<file path="config.mk">
export PLATFORM = sky130hd
export DESIGN_NAME = frame_sync_resync
export DESIGN_NICKNAME = d
export VERILOG_FILES = /design/src/inc/frame_sync_pkg.sv /design/src/rtl/frame_sync_resync.sv
export VERILOG_INCLUDE_DIRS = /design/src /design/src/inc
export SDC_FILE = /design/constraint.sdc
export NUM_CORES = 1
export LEC_CHECK = 0
export BUFFER_PORTS_ARGS = -buffer_cell sky130_fd_sc_hd__buf_4
export CAP_MARGIN = 15
export CORE_ASPECT_RATIO = 1.5
export CORE_UTILIZATION = 60
export CTS_CLUSTER_SIZE = 8
export DETAILED_ROUTE_END_ITERATION = 8
export PLACE_DENSITY_LB_ADDON = 0.15
export SLEW_MARGIN = 30
export SYNTH_ARGS = -nofsm -noshare
export SYNTH_HDL_FRONTEND = slang
export SYNTH_SLANG_ARGS = --single-unit
</file>
<file path="constraint.sdc">
create_clock -name clock_in -period 7.95 [get_ports clock_in]
set_input_delay 0.3975 -clock clock_in [delete_from_list [all_inputs] [get_ports clock_in]]
set_output_delay 0.3975 -clock clock_in [all_outputs]
set_load 0.03 [all_outputs]
</file>
<file path="src/inc/frame_sync_consts.svh">
// constants for the frame sync resync and output synthesis block
// assumes a 100 MHz system clock and a word-aligned register bus
`ifndef FRAME_SYNC_CONSTS_SVH
`define FRAME_SYNC_CONSTS_SVH
// clock and rate figures
`define SYS_CLK_KHZ 100000
`define FRAME_8K_HZ 8000
`define COMP_64K_HZ 64000
`define RES_6M48_KHZ 6480
`define RES_19M44_KHZ 19440
`define RES_38M88_KHZ 38880
`define CYC_FRAME_8K ((`SYS_CLK_KHZ * 1000) / `FRAME_8K_HZ)
`define FRAMES_PER_2K 4
`define COMP_SLOTS (`COMP_64K_HZ / `FRAME_8K_HZ)
`define CYC_SLOT_SHORT (`CYC_FRAME_8K / `COMP_SLOTS)
`define CYC_RES_6M48 (`SYS_CLK_KHZ / `RES_6M48_KHZ)
`define CYC_RES_19M44 (`SYS_CLK_KHZ / `RES_19M44_KHZ)
`define CYC_RES_38M88 (`SYS_CLK_KHZ / `RES_38M88_KHZ)
// register indices, byte address is four times the index
`define IDX_ALARM_STICKY 8'h08
`define IDX_ALARM_LIVE 8'h09
`define IDX_DIFF_OUT 8'h3a
`define IDX_PBO 8'h48
`define IDX_FRAME_OUT 8'h7a
`define IDX_SYNC_CFG 8'h7b
`define IDX_SYNC_WIN 8'h7c
`define IDX_SYNTH_CFG 8'h50
`define IDX_PHASE_OFS 8'h51
// field positions
`define BIT_ALARM 7
`define BIT_PBO_EN 2
`define BIT_AUX_FRAMES 7
`define BIT_INDEP 7
`define BIT_SYNC_PHASE 6
`define BIT_SYNC_OCN 5
`define LSB_WIN 4
`define BIT_APLL_FROM_LF 3
`define BIT_LF_FROM_APLL 4
`define BIT_PREDIV 5
// reset values
`define RST_DIFF_OUT 8'h02
`define RST_PBO 8'h04
`define RST_FRAME_OUT 8'h00
`define RST_SYNC_CFG 8'h01
`define RST_SYNC_WIN 8'h20
`define RST_SYNTH_CFG 8'h00
`define RST_PHASE_OFS 16'h0000
`endif

</file>
<file path="src/inc/frame_sync_pkg.sv">
// types shared by the frame sync block
// assumes nothing beyond the constants header
package frame_sync_pkg;
  // input signal detector, gray along absent, qualifying, present
  typedef enum logic [1:0] {
    DET_ABSENT = 2'b00,
    DET_QUAL = 2'b01,
    DET_PRESENT = 2'b11
  } det_state_t;

  // output apll divide code to ratio
  function automatic logic [5:0] div_ratio(input logic [2:0] code);
    case (code)
      3'h0: div_ratio = 6'h01;
      3'h1: div_ratio = 6'h02;
      3'h2: div_ratio = 6'h04;
      3'h3: div_ratio = 6'h06;
      3'h4: div_ratio = 6'h08;
      3'h5: div_ratio = 6'h0c;
      3'h6: div_ratio = 6'h10;
      default: div_ratio = 6'h30;
    endcase
  endfunction
endpackage

</file>
<file path="src/rtl/frame_sync_resync.sv">
// frame-align resync, frame pulse generation, composite clock and synth controls
// assumes all inputs synchronous to clock_in; reference clock arrives as a level
//
// The address map and the Avalon-MM interface to the registers are this design's own decisions.
`include "frame_sync_consts.svh"
module frame_sync_resync #(
  parameter int QUAL_EDGES = 2,
  parameter logic [31:0] SYNTH_INC = 32'h109c_0cf5
) (
  // clock and reset
  input wire logic clock_in,
  input wire logic srst_in,
  // avalon-mm slave
  input wire logic [9:0] address_in,
  input wire logic read_in,
  input wire logic write_in,
  input wire logic [31:0] writedata_in,
  input wire logic [3:0] byteenable_in,
  output logic [31:0] readdata_out,
  output logic waitrequest_out,
  // reference and sync inputs
  input wire logic ref_clk_in,
  input wire logic ref_is_19m44_in,
  input wire logic frame_align_in,
  input wire logic aux_frame_8k_in,
  input wire logic aux_mframe_2k_in,
  // frame pulses
  output logic frame_pulse_8k_out,
  output logic multiframe_pulse_2k_out,
  output logic gco_frame_8k_out,
  output logic gco_mframe_2k_out,
  // composite clock
  output logic ami_pos_out,
  output logic ami_neg_out,
  // synthesized clocks and path controls
  output logic optical_clk_out,
  output logic forward_clk_out,
  output logic [1:0] diff_std_out,
  output logic pbo_enable_out,
  output logic pfd_prediv_out,
  output logic lf_from_apll_out,
  output logic apll_from_lf_out,
  output logic [5:0] apll_div_out,
  output logic alarm_out
);
  localparam int P8 = `CYC_FRAME_8K;
  localparam int P2 = P8 * `FRAMES_PER_2K;
  localparam int SLOT = `CYC_SLOT_SHORT;

  initial
  begin
    if (QUAL_EDGES < 1 || QUAL_EDGES > 15)
      $error("QUAL_EDGES out of range");
  end

  // ---------------- register bus
  logic wait_q, wait_d;
  logic [31:0] rdata_q, rdata_d;
  logic sticky_q, sticky_d;
  logic [7:0] diff_q, diff_d, pbo_q, pbo_d, fout_q, fout_d;
  logic [7:0] scfg_q, scfg_d, swin_q, swin_d, syn_q, syn_d;
  logic [15:0] phofs_q, phofs_d;
  logic live_q;
  logic fail_ev;
  logic [7:0] idx;
  logic take, wr;

  assign idx = address_in[9:2];

  always_comb
  begin
    take = (read_in || write_in) && wait_q;
    // write commits at the edge where the master sees waitrequest low
    wr = write_in && !wait_q;
    wait_d = !take;
    rdata_d = rdata_q;
    diff_d = diff_q;
    pbo_d = pbo_q;
    fout_d = fout_q;
    scfg_d = scfg_q;
    swin_d = swin_q;
    syn_d = syn_q;
    phofs_d = phofs_q;
    sticky_d = sticky_q;
    if (take && read_in)
    begin
      rdata_d = 32'h0000_0000;
      case (idx)
        `IDX_ALARM_STICKY: rdata_d[`BIT_ALARM] = sticky_q;
        `IDX_ALARM_LIVE: rdata_d[`BIT_ALARM] = live_q;
        `IDX_DIFF_OUT: rdata_d[7:0] = diff_q;
        `IDX_PBO: rdata_d[7:0] = pbo_q;
        `IDX_FRAME_OUT: rdata_d[7:0] = fout_q;
        `IDX_SYNC_CFG: rdata_d[7:0] = scfg_q;
        `IDX_SYNC_WIN: rdata_d[7:0] = swin_q;
        `IDX_SYNTH_CFG: rdata_d[7:0] = syn_q;
        `IDX_PHASE_OFS: rdata_d[15:0] = phofs_q;
        default: rdata_d = 32'h0000_0000;
      endcase
    end
    if (wr && byteenable_in[0])
    begin
      case (idx)
        `IDX_ALARM_STICKY:
          if (writedata_in[`BIT_ALARM])
            sticky_d = 1'b0;
        `IDX_DIFF_OUT: diff_d = writedata_in[7:0];
        `IDX_PBO: pbo_d = writedata_in[7:0];
        `IDX_FRAME_OUT: fout_d = writedata_in[7:0];
        `IDX_SYNC_CFG: scfg_d = writedata_in[7:0];
        `IDX_SYNC_WIN: swin_d = writedata_in[7:0];
        `IDX_SYNTH_CFG: syn_d = writedata_in[7:0];
        `IDX_PHASE_OFS: phofs_d[7:0] = writedata_in[7:0];
        default: sticky_d = sticky_d;
      endcase
    end
    if (wr && byteenable_in[1] && idx == `IDX_PHASE_OFS)
      phofs_d[15:8] = writedata_in[15:8];
    // set wins over clear
    if (fail_ev)
      sticky_d = 1'b1;
  end

  always_ff @(posedge clock_in)
  begin
    if (srst_in)
    begin
      wait_q <= 1'b1;
      rdata_q <= 32'h0000_0000;
      sticky_q <= 1'b0;
      diff_q <= `RST_DIFF_OUT;
      pbo_q <= `RST_PBO;
      fout_q <= `RST_FRAME_OUT;
      scfg_q <= `RST_SYNC_CFG;
      swin_q <= `RST_SYNC_WIN;
      syn_q <= `RST_SYNTH_CFG;
      phofs_q <= `RST_PHASE_OFS;
    end
    else
    begin
      wait_q <= wait_d;
      rdata_q <= rdata_d;
      sticky_q <= sticky_d;
      diff_q <= diff_d;
      pbo_q <= pbo_d;
      fout_q <= fout_d;
      scfg_q <= scfg_d;
      swin_q <= swin_d;
      syn_q <= syn_d;
      phofs_q <= phofs_d;
    end
  end

  // ---------------- sampling and checks
  frame_sync_pkg::det_state_t det_q, det_d;
  logic ref_q, fa_ref_q, fa_ref_d, fa_s_q, fa_s_d;
  logic [3:0] res_cnt_q, res_cnt_d, res_cyc;
  logic [17:0] ivl_q, ivl_d;
  logic [3:0] good_q, good_d;
  logic live_d, fall, freq_ok, phase_ok, ivl_2k;
  logic resync_q, resync_d, mf_resync_q, mf_resync_d;
  logic [17:0] tol;

  always_comb
  begin
    // resolution period from sync phase bit and locked rate
    if (!scfg_q[`BIT_SYNC_PHASE])
      res_cyc = 4'(`CYC_RES_6M48);
    else if (ref_is_19m44_in)
      res_cyc = 4'(`CYC_RES_19M44);
    else
      res_cyc = 4'(`CYC_RES_38M88);
    tol = 18'({swin_q[`LSB_WIN +: 3], 1'b1}) * 18'(res_cyc);
    // latch on reference rising edge
    fa_ref_d = (ref_clk_in && !ref_q) ? frame_align_in : fa_ref_q;
    res_cnt_d = (res_cnt_q >= res_cyc - 4'h1) ? 4'h0 : res_cnt_q + 4'h1;
    fa_s_d = (res_cnt_q == 4'h0) ? fa_ref_q : fa_s_q;
    fall = fa_s_q && !fa_s_d && (res_cnt_q == 4'h0);
    freq_ok = (ivl_q + tol >= 18'(P8)) && (ivl_q <= 18'(P2) + tol);
    phase_ok = 1'b0;
    for (int k = 1; k <= `FRAMES_PER_2K; k = k * 2)
    begin
      if (ivl_q + tol >= 18'(P8 * k) && ivl_q <= 18'(P8 * k) + tol)
        phase_ok = 1'b1;
    end
    ivl_2k = ivl_q + tol >= 18'(P2);
    ivl_d = (ivl_q == 18'h3ffff) ? ivl_q : ivl_q + 18'h1;
    det_d = det_q;
    good_d = good_q;
    live_d = live_q;
    fail_ev = 1'b0;
    resync_d = 1'b0;
    mf_resync_d = 1'b0;
    if (fall)
    begin
      ivl_d = 18'h1;
      if (det_q == frame_sync_pkg::DET_ABSENT)
        det_d = frame_sync_pkg::DET_QUAL;
      else if (freq_ok && phase_ok)
      begin
        live_d = 1'b0;
        good_d = (good_q == 4'(QUAL_EDGES)) ? good_q : good_q + 4'h1;
        if (good_d == 4'(QUAL_EDGES))
          det_d = frame_sync_pkg::DET_PRESENT;
        if (det_q == frame_sync_pkg::DET_PRESENT)
        begin
          resync_d = 1'b1;
          mf_resync_d = ivl_2k;
        end
      end
      else
      begin
        fail_ev = 1'b1;
        live_d = 1'b1;
        good_d = 4'h0;
        det_d = frame_sync_pkg::DET_QUAL;
      end
    end
    else if (det_q != frame_sync_pkg::DET_ABSENT && ivl_q > 18'(P2) + tol)
    begin
      // input missing
      fail_ev = 1'b1;
      live_d = 1'b1;
      good_d = 4'h0;
      det_d = frame_sync_pkg::DET_ABSENT;
    end
  end

  always_ff @(posedge clock_in)
  begin
    if (srst_in)
    begin
      det_q <= frame_sync_pkg::DET_ABSENT;
      ref_q <= 1'b0;
      fa_ref_q <= 1'b1;
      fa_s_q <= 1'b1;
      res_cnt_q <= 4'h0;
      ivl_q <= 18'h0;
      good_q <= 4'h0;
      live_q <= 1'b0;
      resync_q <= 1'b0;
      mf_resync_q <= 1'b0;
    end
    else
    begin
      det_q <= det_d;
      ref_q <= ref_clk_in;
      fa_ref_q <= fa_ref_d;
      fa_s_q <= fa_s_d;
      res_cnt_q <= res_cnt_d;
      ivl_q <= ivl_d;
      good_q <= good_d;
      live_q <= live_d;
      resync_q <= resync_d;
      mf_resync_q <= mf_resync_d;
    end
  end

  // ---------------- frame dividers and composite clock
  logic [13:0] fcnt_q, fcnt_d, load;
  logic [1:0] mf_q, mf_d;
  logic [10:0] scnt_q, scnt_d;
  logic [2:0] slot_q, slot_d;
  logic pol_q, pol_d, ap_q, ap_d, an_q, an_d;
  logic f8_q, f8_d, m2_q, m2_d, g8_q, g8_d, g2_q, g2_d;
  logic [13:0] half_res;
  logic slot_end;

  always_comb
  begin
    // expected arrival shift, code 1 is nominal
    half_res = 14'(res_cyc >> 1);
    load = 14'(P8) - half_res + 14'(scfg_q[1:0]) * half_res;
    if (load >= 14'(P8))
      load = load - 14'(P8);
    fcnt_d = (fcnt_q == 14'(P8 - 1)) ? 14'h0 : fcnt_q + 14'h1;
    mf_d = (fcnt_q == 14'(P8 - 1)) ? mf_q + 2'h1 : mf_q;
    if (resync_q)
    begin
      fcnt_d = load;
      if (mf_resync_q)
        mf_d = 2'h0;
    end
    f8_d = fcnt_d >= 14'(P8 / 2);
    m2_d = (mf_d != 2'h0) || f8_d;
    // dedicated pulses always main, general outputs selectable
    g8_d = fout_q[`BIT_AUX_FRAMES] ? aux_frame_8k_in : f8_d;
    g2_d = fout_q[`BIT_AUX_FRAMES] ? aux_mframe_2k_in : m2_d;
    // eight slots per frame: four short, four long
    slot_end = scnt_q == 11'(SLOT - 1 + int'(slot_q[0]));
    scnt_d = slot_end ? 11'h0 : scnt_q + 11'h1;
    slot_d = slot_end ? slot_q + 3'h1 : slot_q;
    pol_d = pol_q;
    if (fcnt_d == 14'h0)
    begin
      scnt_d = 11'h0;
      slot_d = 3'h0;
    end
    if (scnt_d == 11'h0 && slot_d != 3'h0)
      pol_d = !pol_q;
    // frame boundary repeats the last polarity
    ap_d = (scnt_d < 11'(SLOT / 2)) && pol_d;
    an_d = (scnt_d < 11'(SLOT / 2)) && !pol_d;
  end

  always_ff @(posedge clock_in)
  begin
    if (srst_in)
    begin
      fcnt_q <= 14'h0;
      mf_q <= 2'h0;
      scnt_q <= 11'h0;
      slot_q <= 3'h0;
      pol_q <= 1'b0;
      ap_q <= 1'b0;
      an_q <= 1'b0;
      f8_q <= 1'b0;
      m2_q <= 1'b0;
      g8_q <= 1'b0;
      g2_q <= 1'b0;
    end
    else
    begin
      fcnt_q <= fcnt_d;
      mf_q <= mf_d;
      scnt_q <= scnt_d;
      slot_q <= slot_d;
      pol_q <= pol_d;
      ap_q <= ap_d;
      an_q <= an_d;
      f8_q <= f8_d;
      m2_q <= m2_d;
      g8_q <= g8_d;
      g2_q <= g2_d;
    end
  end

  // ---------------- synthesizers and path controls
  logic [31:0] acc_q, acc_d;
  logic oc_q, oc_d, fw_q, fw_d;
  logic lf_apll_q, lf_apll_d, apll_lf_q, apll_lf_d, pre_q, pre_d;
  logic [5:0] div_q, div_d;
  logic [31:0] fwd;

  always_comb
  begin
    // fixed increment: rate never depends on the reference
    acc_d = acc_q + SYNTH_INC;
    if (resync_q && !scfg_q[`BIT_INDEP] && scfg_q[`BIT_SYNC_OCN])
      acc_d = 32'h8000_0000;
    fwd = acc_d + {phofs_q, 16'h0000};
    oc_d = acc_d[31];
    fw_d = fwd[31];
    apll_lf_d = syn_q[`BIT_APLL_FROM_LF];
    // no loop: direct clock whenever apll fed from low-rate synth
    lf_apll_d = syn_q[`BIT_LF_FROM_APLL] && !syn_q[`BIT_APLL_FROM_LF];
    pre_d = syn_q[`BIT_PREDIV];
    div_d = frame_sync_pkg::div_ratio(syn_q[2:0]);
  end

  always_ff @(posedge clock_in)
  begin
    if (srst_in)
    begin
      acc_q <= 32'h0000_0000;
      oc_q <= 1'b0;
      fw_q <= 1'b0;
      lf_apll_q <= 1'b0;
      apll_lf_q <= 1'b0;
      pre_q <= 1'b0;
      div_q <= 6'h01;
    end
    else
    begin
      acc_q <= acc_d;
      oc_q <= oc_d;
      fw_q <= fw_d;
      lf_apll_q <= lf_apll_d;
      apll_lf_q <= apll_lf_d;
      pre_q <= pre_d;
      div_q <= div_d;
    end
  end

  assign readdata_out = rdata_q;
  assign waitrequest_out = wait_q;
  assign frame_pulse_8k_out = f8_q;
  assign multiframe_pulse_2k_out = m2_q;
  assign gco_frame_8k_out = g8_q;
  assign gco_mframe_2k_out = g2_q;
  assign ami_pos_out = ap_q;
  assign ami_neg_out = an_q;
  assign optical_clk_out = oc_q;
  assign forward_clk_out = fw_q;
  assign diff_std_out = diff_q[1:0];
  assign pbo_enable_out = pbo_q[`BIT_PBO_EN];
  assign pfd_prediv_out = pre_q;
  assign lf_from_apll_out = lf_apll_q;
  assign apll_from_lf_out = apll_lf_q;
  assign apll_div_out = div_q;
  assign alarm_out = live_q;
endmodule

</file>
# Word level (Yosys, flattened, before mapping)
# Cells that the tools add are included.
# word_totals
ff_bits	196
latchBits	0
mem_bits_rw	0
mem_bits_ro	0
output_inout_bits	54
word_cells	203
n_memories	0
# op_classes
addsub	18
mul	2
div_mod_pow	0
n_lt_le_gt_ge	11
eq_ne	24
shifts	0
mux	48
bitwise_logic	3
reduce_logical	57
# ops
op	count
case mux 7 bit (7 select lines)	1
equality test 8 x 7 -> 1 bit, second input constant	6
two-way mux 14 bit	3
case mux 6 bit (7 select lines)	1
adder 32 x 29 -> 32 bit, second input constant	1
adder 32 bit	1
two-way mux 32 bit	1
two-way mux 4 bit	6
two-way mux 11 bit	2
logical AND 1 bit	21
two-way mux 1 bit	21
adder 18 x 1 -> 18 bit, second input constant	1
adder 18 x 8 -> 18 bit	1
equality test 18 bit, second input constant	1
greater-or-equal comparator 18 x 14 -> 1 bit, second input constant	1
greater-or-equal comparator 18 x 15 -> 1 bit, second input constant	1
greater-or-equal comparator 18 x 16 -> 1 bit, second input constant	1
> comparator 18 x 17 -> 1 bit	1
less-or-equal comparator 18 x 15 -> 1 bit	1
less-or-equal comparator 18 x 16 -> 1 bit	1
less-or-equal comparator 18 x 17 -> 1 bit	1
AND reduction 2 bit	9
adder 16 x 8 -> 17 bit, first input constant	1
adder 15 x 8 -> 16 bit, first input constant	1
46 further kinds	78

# Depth between registers and ports, before layout
# logic_depth
ltp_word	15
ltp_mapped	25
mapped_depth_nobuf	24

# Worst setup path after synthesis
# OpenSTA, ideal clock, no wires.
# synth_timing
path_type	register -> register
start	register scfg_q[6]
end	register mf_resync_q
setup_time_ns	0.080
t_arrival_ns	5.626
t_required_ns	7.870
path_slack_ns	2.244
path_stages_with_launch	24
n_path_buf	2
path_cell_list	dfxtp_1 clkbuf_1 nand2_1 inv_1 nand2_1 o21ai_0 ha_1 fa_1 inv_1 fa_1 inv_1 a21o_1 a21oi_1 xnor2_1 ha_1 clkbuf_1 a211oi_1 nor2_1 o2111ai_1 a21oi_1 o211a_1 o41ai_2 o211ai_1 nor3b_1
# synth_via
elab_chain_cells	11
# synth_rtl
item	line	text
start: declaration	frame_sync_resync.sv:61	logic [7:0] scfg_q, scfg_d, swin_q, swin_d, syn_q, syn_d;
start signal: assignment	frame_sync_resync.sv:134	scfg_q <= `RST_SYNC_CFG;
start signal: assignment	frame_sync_resync.sv:147	scfg_q <= scfg_d;
two-way mux 4 bit *	frame_sync_resync.sv:167	if (!scfg_q[`BIT_SYNC_PHASE])
multiplier 4 x 4 -> 8 bit *	frame_sync_resync.sv:173	tol = 18'({swin_q[`LSB_WIN +: 3], 1'b1}) * 18'(res_cyc);
adder 18 x 8 -> 18 bit / adder 14 x 8 -> 15 bit (equally long branches)	frame_sync_resync.sv:179, frame_sync_resync.sv:183, frame_sync_resync.sv:186	
greater-or-equal comparator 18 x 14 -> 1 bit / less-or-equal comparator 18 x 15 -> 1 bit (equally long branches)	frame_sync_resync.sv:179, frame_sync_resync.sv:183	
logical AND 1 bit	frame_sync_resync.sv:183	if (ivl_q + tol >= 18'(P8 * k) && ivl_q <= 18'(P8 * k) + tol)
two-way mux 1 bit (3 in a row)	frame_sync_resync.sv:183	
logical AND 1 bit	frame_sync_resync.sv:199	else if (freq_ok && phase_ok)
NOT 1 bit (no line)	--	
OR reduction 5 bit (no line)	--	
end signal: assignment	frame_sync_resync.sv:255	mf_resync_q <= mf_resync_d;
end: declaration	frame_sync_resync.sv:161	logic resync_q, resync_d, mf_resync_q, mf_resync_d;
# Mark *: on every way between the ends. The rest lies on a longest branch, timed or not.
# A chain may end at the register's enable or synchronous reset.

# Final worst setup path
# Same ends and word-level chain as after synthesis.

==> impl_metrics.csv <==
group,metric,value,unit
outcome,status,"finished, final reports clean",
critical_path,critPathMaxFanout,15,
flow_run,cap_violations,0,
final_layout,layout-drive-gt1-share,9.15,%
clocking,cts_buffers,17,
critical_path,end_kind,"flip-flop",
final_layout,layout_common_cells,"dfxtp_1, nor2_1, nand2_1, a21oi_1, nand3_1",
routing,vias_per_cell,5.99,
routing,remaining_drc_errors,0,
die,ios,109,
die,fp.dieW,115,um
routing,wl_per_cell,16.7,um
final_layout,synthToLayoutAreaGrowth,10.6,%
power,leakagePower,0.00513,uW
clocking,root_buffer,"clkbuf_16",
die,initial_core_util,62.0,%
clocking,h-tree-depth,4,
clocking,post_cts_resized,0,
routing,antenna_left,0,
synth,yosysWarnings,0,
global_route,use_met1,32.7,%
critical_path,crit_buf_inv,3,
global_route,gr-usage-all-layers,30.3,%
critical_path,critPathKind,"reg2reg",
place,pre_cts_ws,1.55,ns
global_route,grt_max_degree,82,
sta,final-setup-viol-count,0,
final_layout,multiInputGateArea,7220,um2
final_layout,seq_area,3900,um2
critical_path,slowest_stage,"xnor2_1",
power,ir_drop,0.144,mV
global_route,grt_antenna_before_repair,0,
die,die-area,19900,um2
final_layout,nets,1607,
synth,seq_area_frac_synth,33.7,%
synth,async_flop_share,0,%
sta,fin_setup_tns,0,ns
sta,skew,0.0105,ns
sta,period_share,81.6,%
sta,max_freq,154,MHz
routing,drt_wl_total,28900,um
synth,synth.avg_cell_area,8.14,um2
die,core-area,18700,um2
synth,ys_types,77,
clocking,cts_hold_buffers,0,
sta,min_period,6.49,ns
clocking,clkTransAtPathRegs,0.07,ns
critical_path,cp_top_family,"compound AO/OA/AOI/OAI gates",
global_route,grt_pass1_wl,47600,um
final_layout,layout_commonest_cell,"dfxtp_1",
clocking,cts.sinks,195,
synth,syn_area,11600,um2
place,gp_congestion,0.923,
final_layout,num-fill-cells,1623,
sta,relSlewSlack,39.3,%
die,dieHeight,172,um
synth,ys.flop_type,"dfxtp_1",
critical_path,path_cells,"nand2_1 -> inv_1 -> nand2_1 -> o21ai_0 -> ha_1 -> fa_1 -> inv_1 -> fa_1 -> inv_1 -> a21o_1 -> a21oi_1 -> xnor2_1 -> ha_1 -> a211oi_1 -> nor2_1 -> o21ai_1 -> nand2_1 -> o211a_1 -> o41ai_2 -> o211ai_1 -> nor3b_1",
sta,final_max_slew_viol_count,0,
place,dp_hpwl,21300,um
routing,firstDrtPassIters,7,
sta,worst_slack,1.46,ns
global_route,use_met2,54.3,%
clocking,clockBufferDepth,2,
power,total_power,2110,uW
sta,hold_viol_final,0,
power,powerDensity,165,nW/um2
synth,netlist_instances,1424,
place,port_buffers,72,
clocking,cts_setup_buffers,0,
routing,drtIter0Drc,738,
global_route,grt_pass1_vias,10000,
sta,tightestPinTransition,0.904,ns
global_route,top_usage_layer,"met2",
critical_path,arrival,6.86,ns
global_route,met3_usage,5.29,%
final_layout,antenna_cells,0,
critical_path,critPathMaxStageDelay,0.72,ns
routing,vias,10300,
hold_path,hp-class,"in2reg",
critical_path,cp-start-kind,"flip-flop",
sta,rsz0062_at_grt,"false",
critical_path,required,8.32,ns
synth,synth_edf_count,0,
die,rows,61,
clocking,cts_tree,"yes",
clocking,clk_latency,0.44,ns
global_route,grt.overflow.total,0,
synth,ys_ff_latch,195,
report_power, final:
group          switching (uW)  leakage, uW  total [uW]  internal (uW)
sequential               37.0      0.00158        1050           1010
combinational             131      0.00327         214           83.6
clock                     405     0.000274         848            442
synthesized netlist by cell type, types with 18 or more instances:
cell	count	area, um2
dfxtp_1	195	3900
nor2_1	167	627
nand2_1	146	548
a21oi_1	105	526
nand3_1	84	420
ha_1	82	1030
clkbuf_1	56	210
inv_1	49	184
xnor2_1	49	429
xor2_1	46	403
o21ai_0	45	225
nor3_1	38	190
mux2i_1	34	340
a21o_1	21	158
nor2b_1	21	131
and2_1	20	125
buf_4	18	135
worst register-to-register path, cell delays in order, from the launching register on:
cell      delay, ns
dfxtp_1        0.61
nand2_1        0.21
inv_1          0.15
nand2_1        0.07
o21ai_0        0.11
ha_1           0.29
fa_1           0.54
inv_1          0.07
fa_1           0.45
inv_1          0.07
a21o_1         0.11
a21oi_1        0.08
xnor2_1        0.72
ha_1           0.47
a211oi_1       0.39
nor2_1         0.20
o21ai_1        0.39
nand2_1        0.09
o211a_1        0.15
o41ai_2        0.70
o211ai_1       0.32
nor3b_1        0.25
stage by stage:
stage / std cells / hold slack (ns) / cell area, um2 / utilization (%)
after floorplan: 1439 / 0.430 / 11600 / -
after global placement: 1696 / 0.439 / 12200 / 65.4
after detailed placement: 1696 / 0.446 / 12200 / 65.5
after CTS: 1728 / 0.159 / 12800 / 68.6
after global routing: 1728 / 0.160 / 12800 / 68.6
final: 1728 / 0.174 / 12800 / 68.6
cell type report:
type                    instances  share of cell area (%)
clock inverters                14                    1.16
well taps                     252                    2.46
repair buffers                 83                    4.86
inverters                      49                    1.43
clock buffers                  18                    3.35
flip-flops and latches        195                    30.4
multi-input cells            1117                    56.3
path summary, 6_finish.rpt:
check / start / to / slack [ns] / depth (start not counted)
worst max-delay path: scfg_q[6]$_SDFFE_PP0P_ / mf_resync_q$_SDFF_PP0_ / 1.46 / 21
worst min-delay path: read_in / waitrequest_out$_SDFF_PP1_ / 0.17 / 2
worst max register to register: scfg_q[6]$_SDFFE_PP0P_ / mf_resync_q$_SDFF_PP0_ / 1.46 / 21
worst min register to register: readdata_out[10]$_SDFFE_PP0P_ / readdata_out[10]$_SDFFE_PP0P_ / 0.45 / 2
metal layers:
metal,wire (um),vias to the layer above
met5,0,-
met4,1500,0
met3,1210,102
met2,14900,274
met1,11300,4860
li1,-,5113
cell families after synthesis:
family | after synthesis | synth area share [%]
and+or+nand+nor | 585 | 24.2
AOI/OAI and AO/OA | 297 | 17.0
DFF | 195 | 33.7
buffers and inverters | 127 | 4.76
xor gates and xnor gates | 95 | 7.18
adders and majority gates | 89 | 10.1
muxes | 35 | 3.03
other | 1 | 0.0323
state kept, by name, indices dropped and copies added (netlist names), 6 cells and up:
signal,flops
acc_q,31
apll_div_out,6
diff_q,8
fcnt_q,14
fout_q,8
ivl_q,18
pbo_q,8
phofs_q,16
readdata_out,16
scfg_q,8
scnt_q,11
swin_q,8
syn_q,8
(Power assumes the default switching activity.)
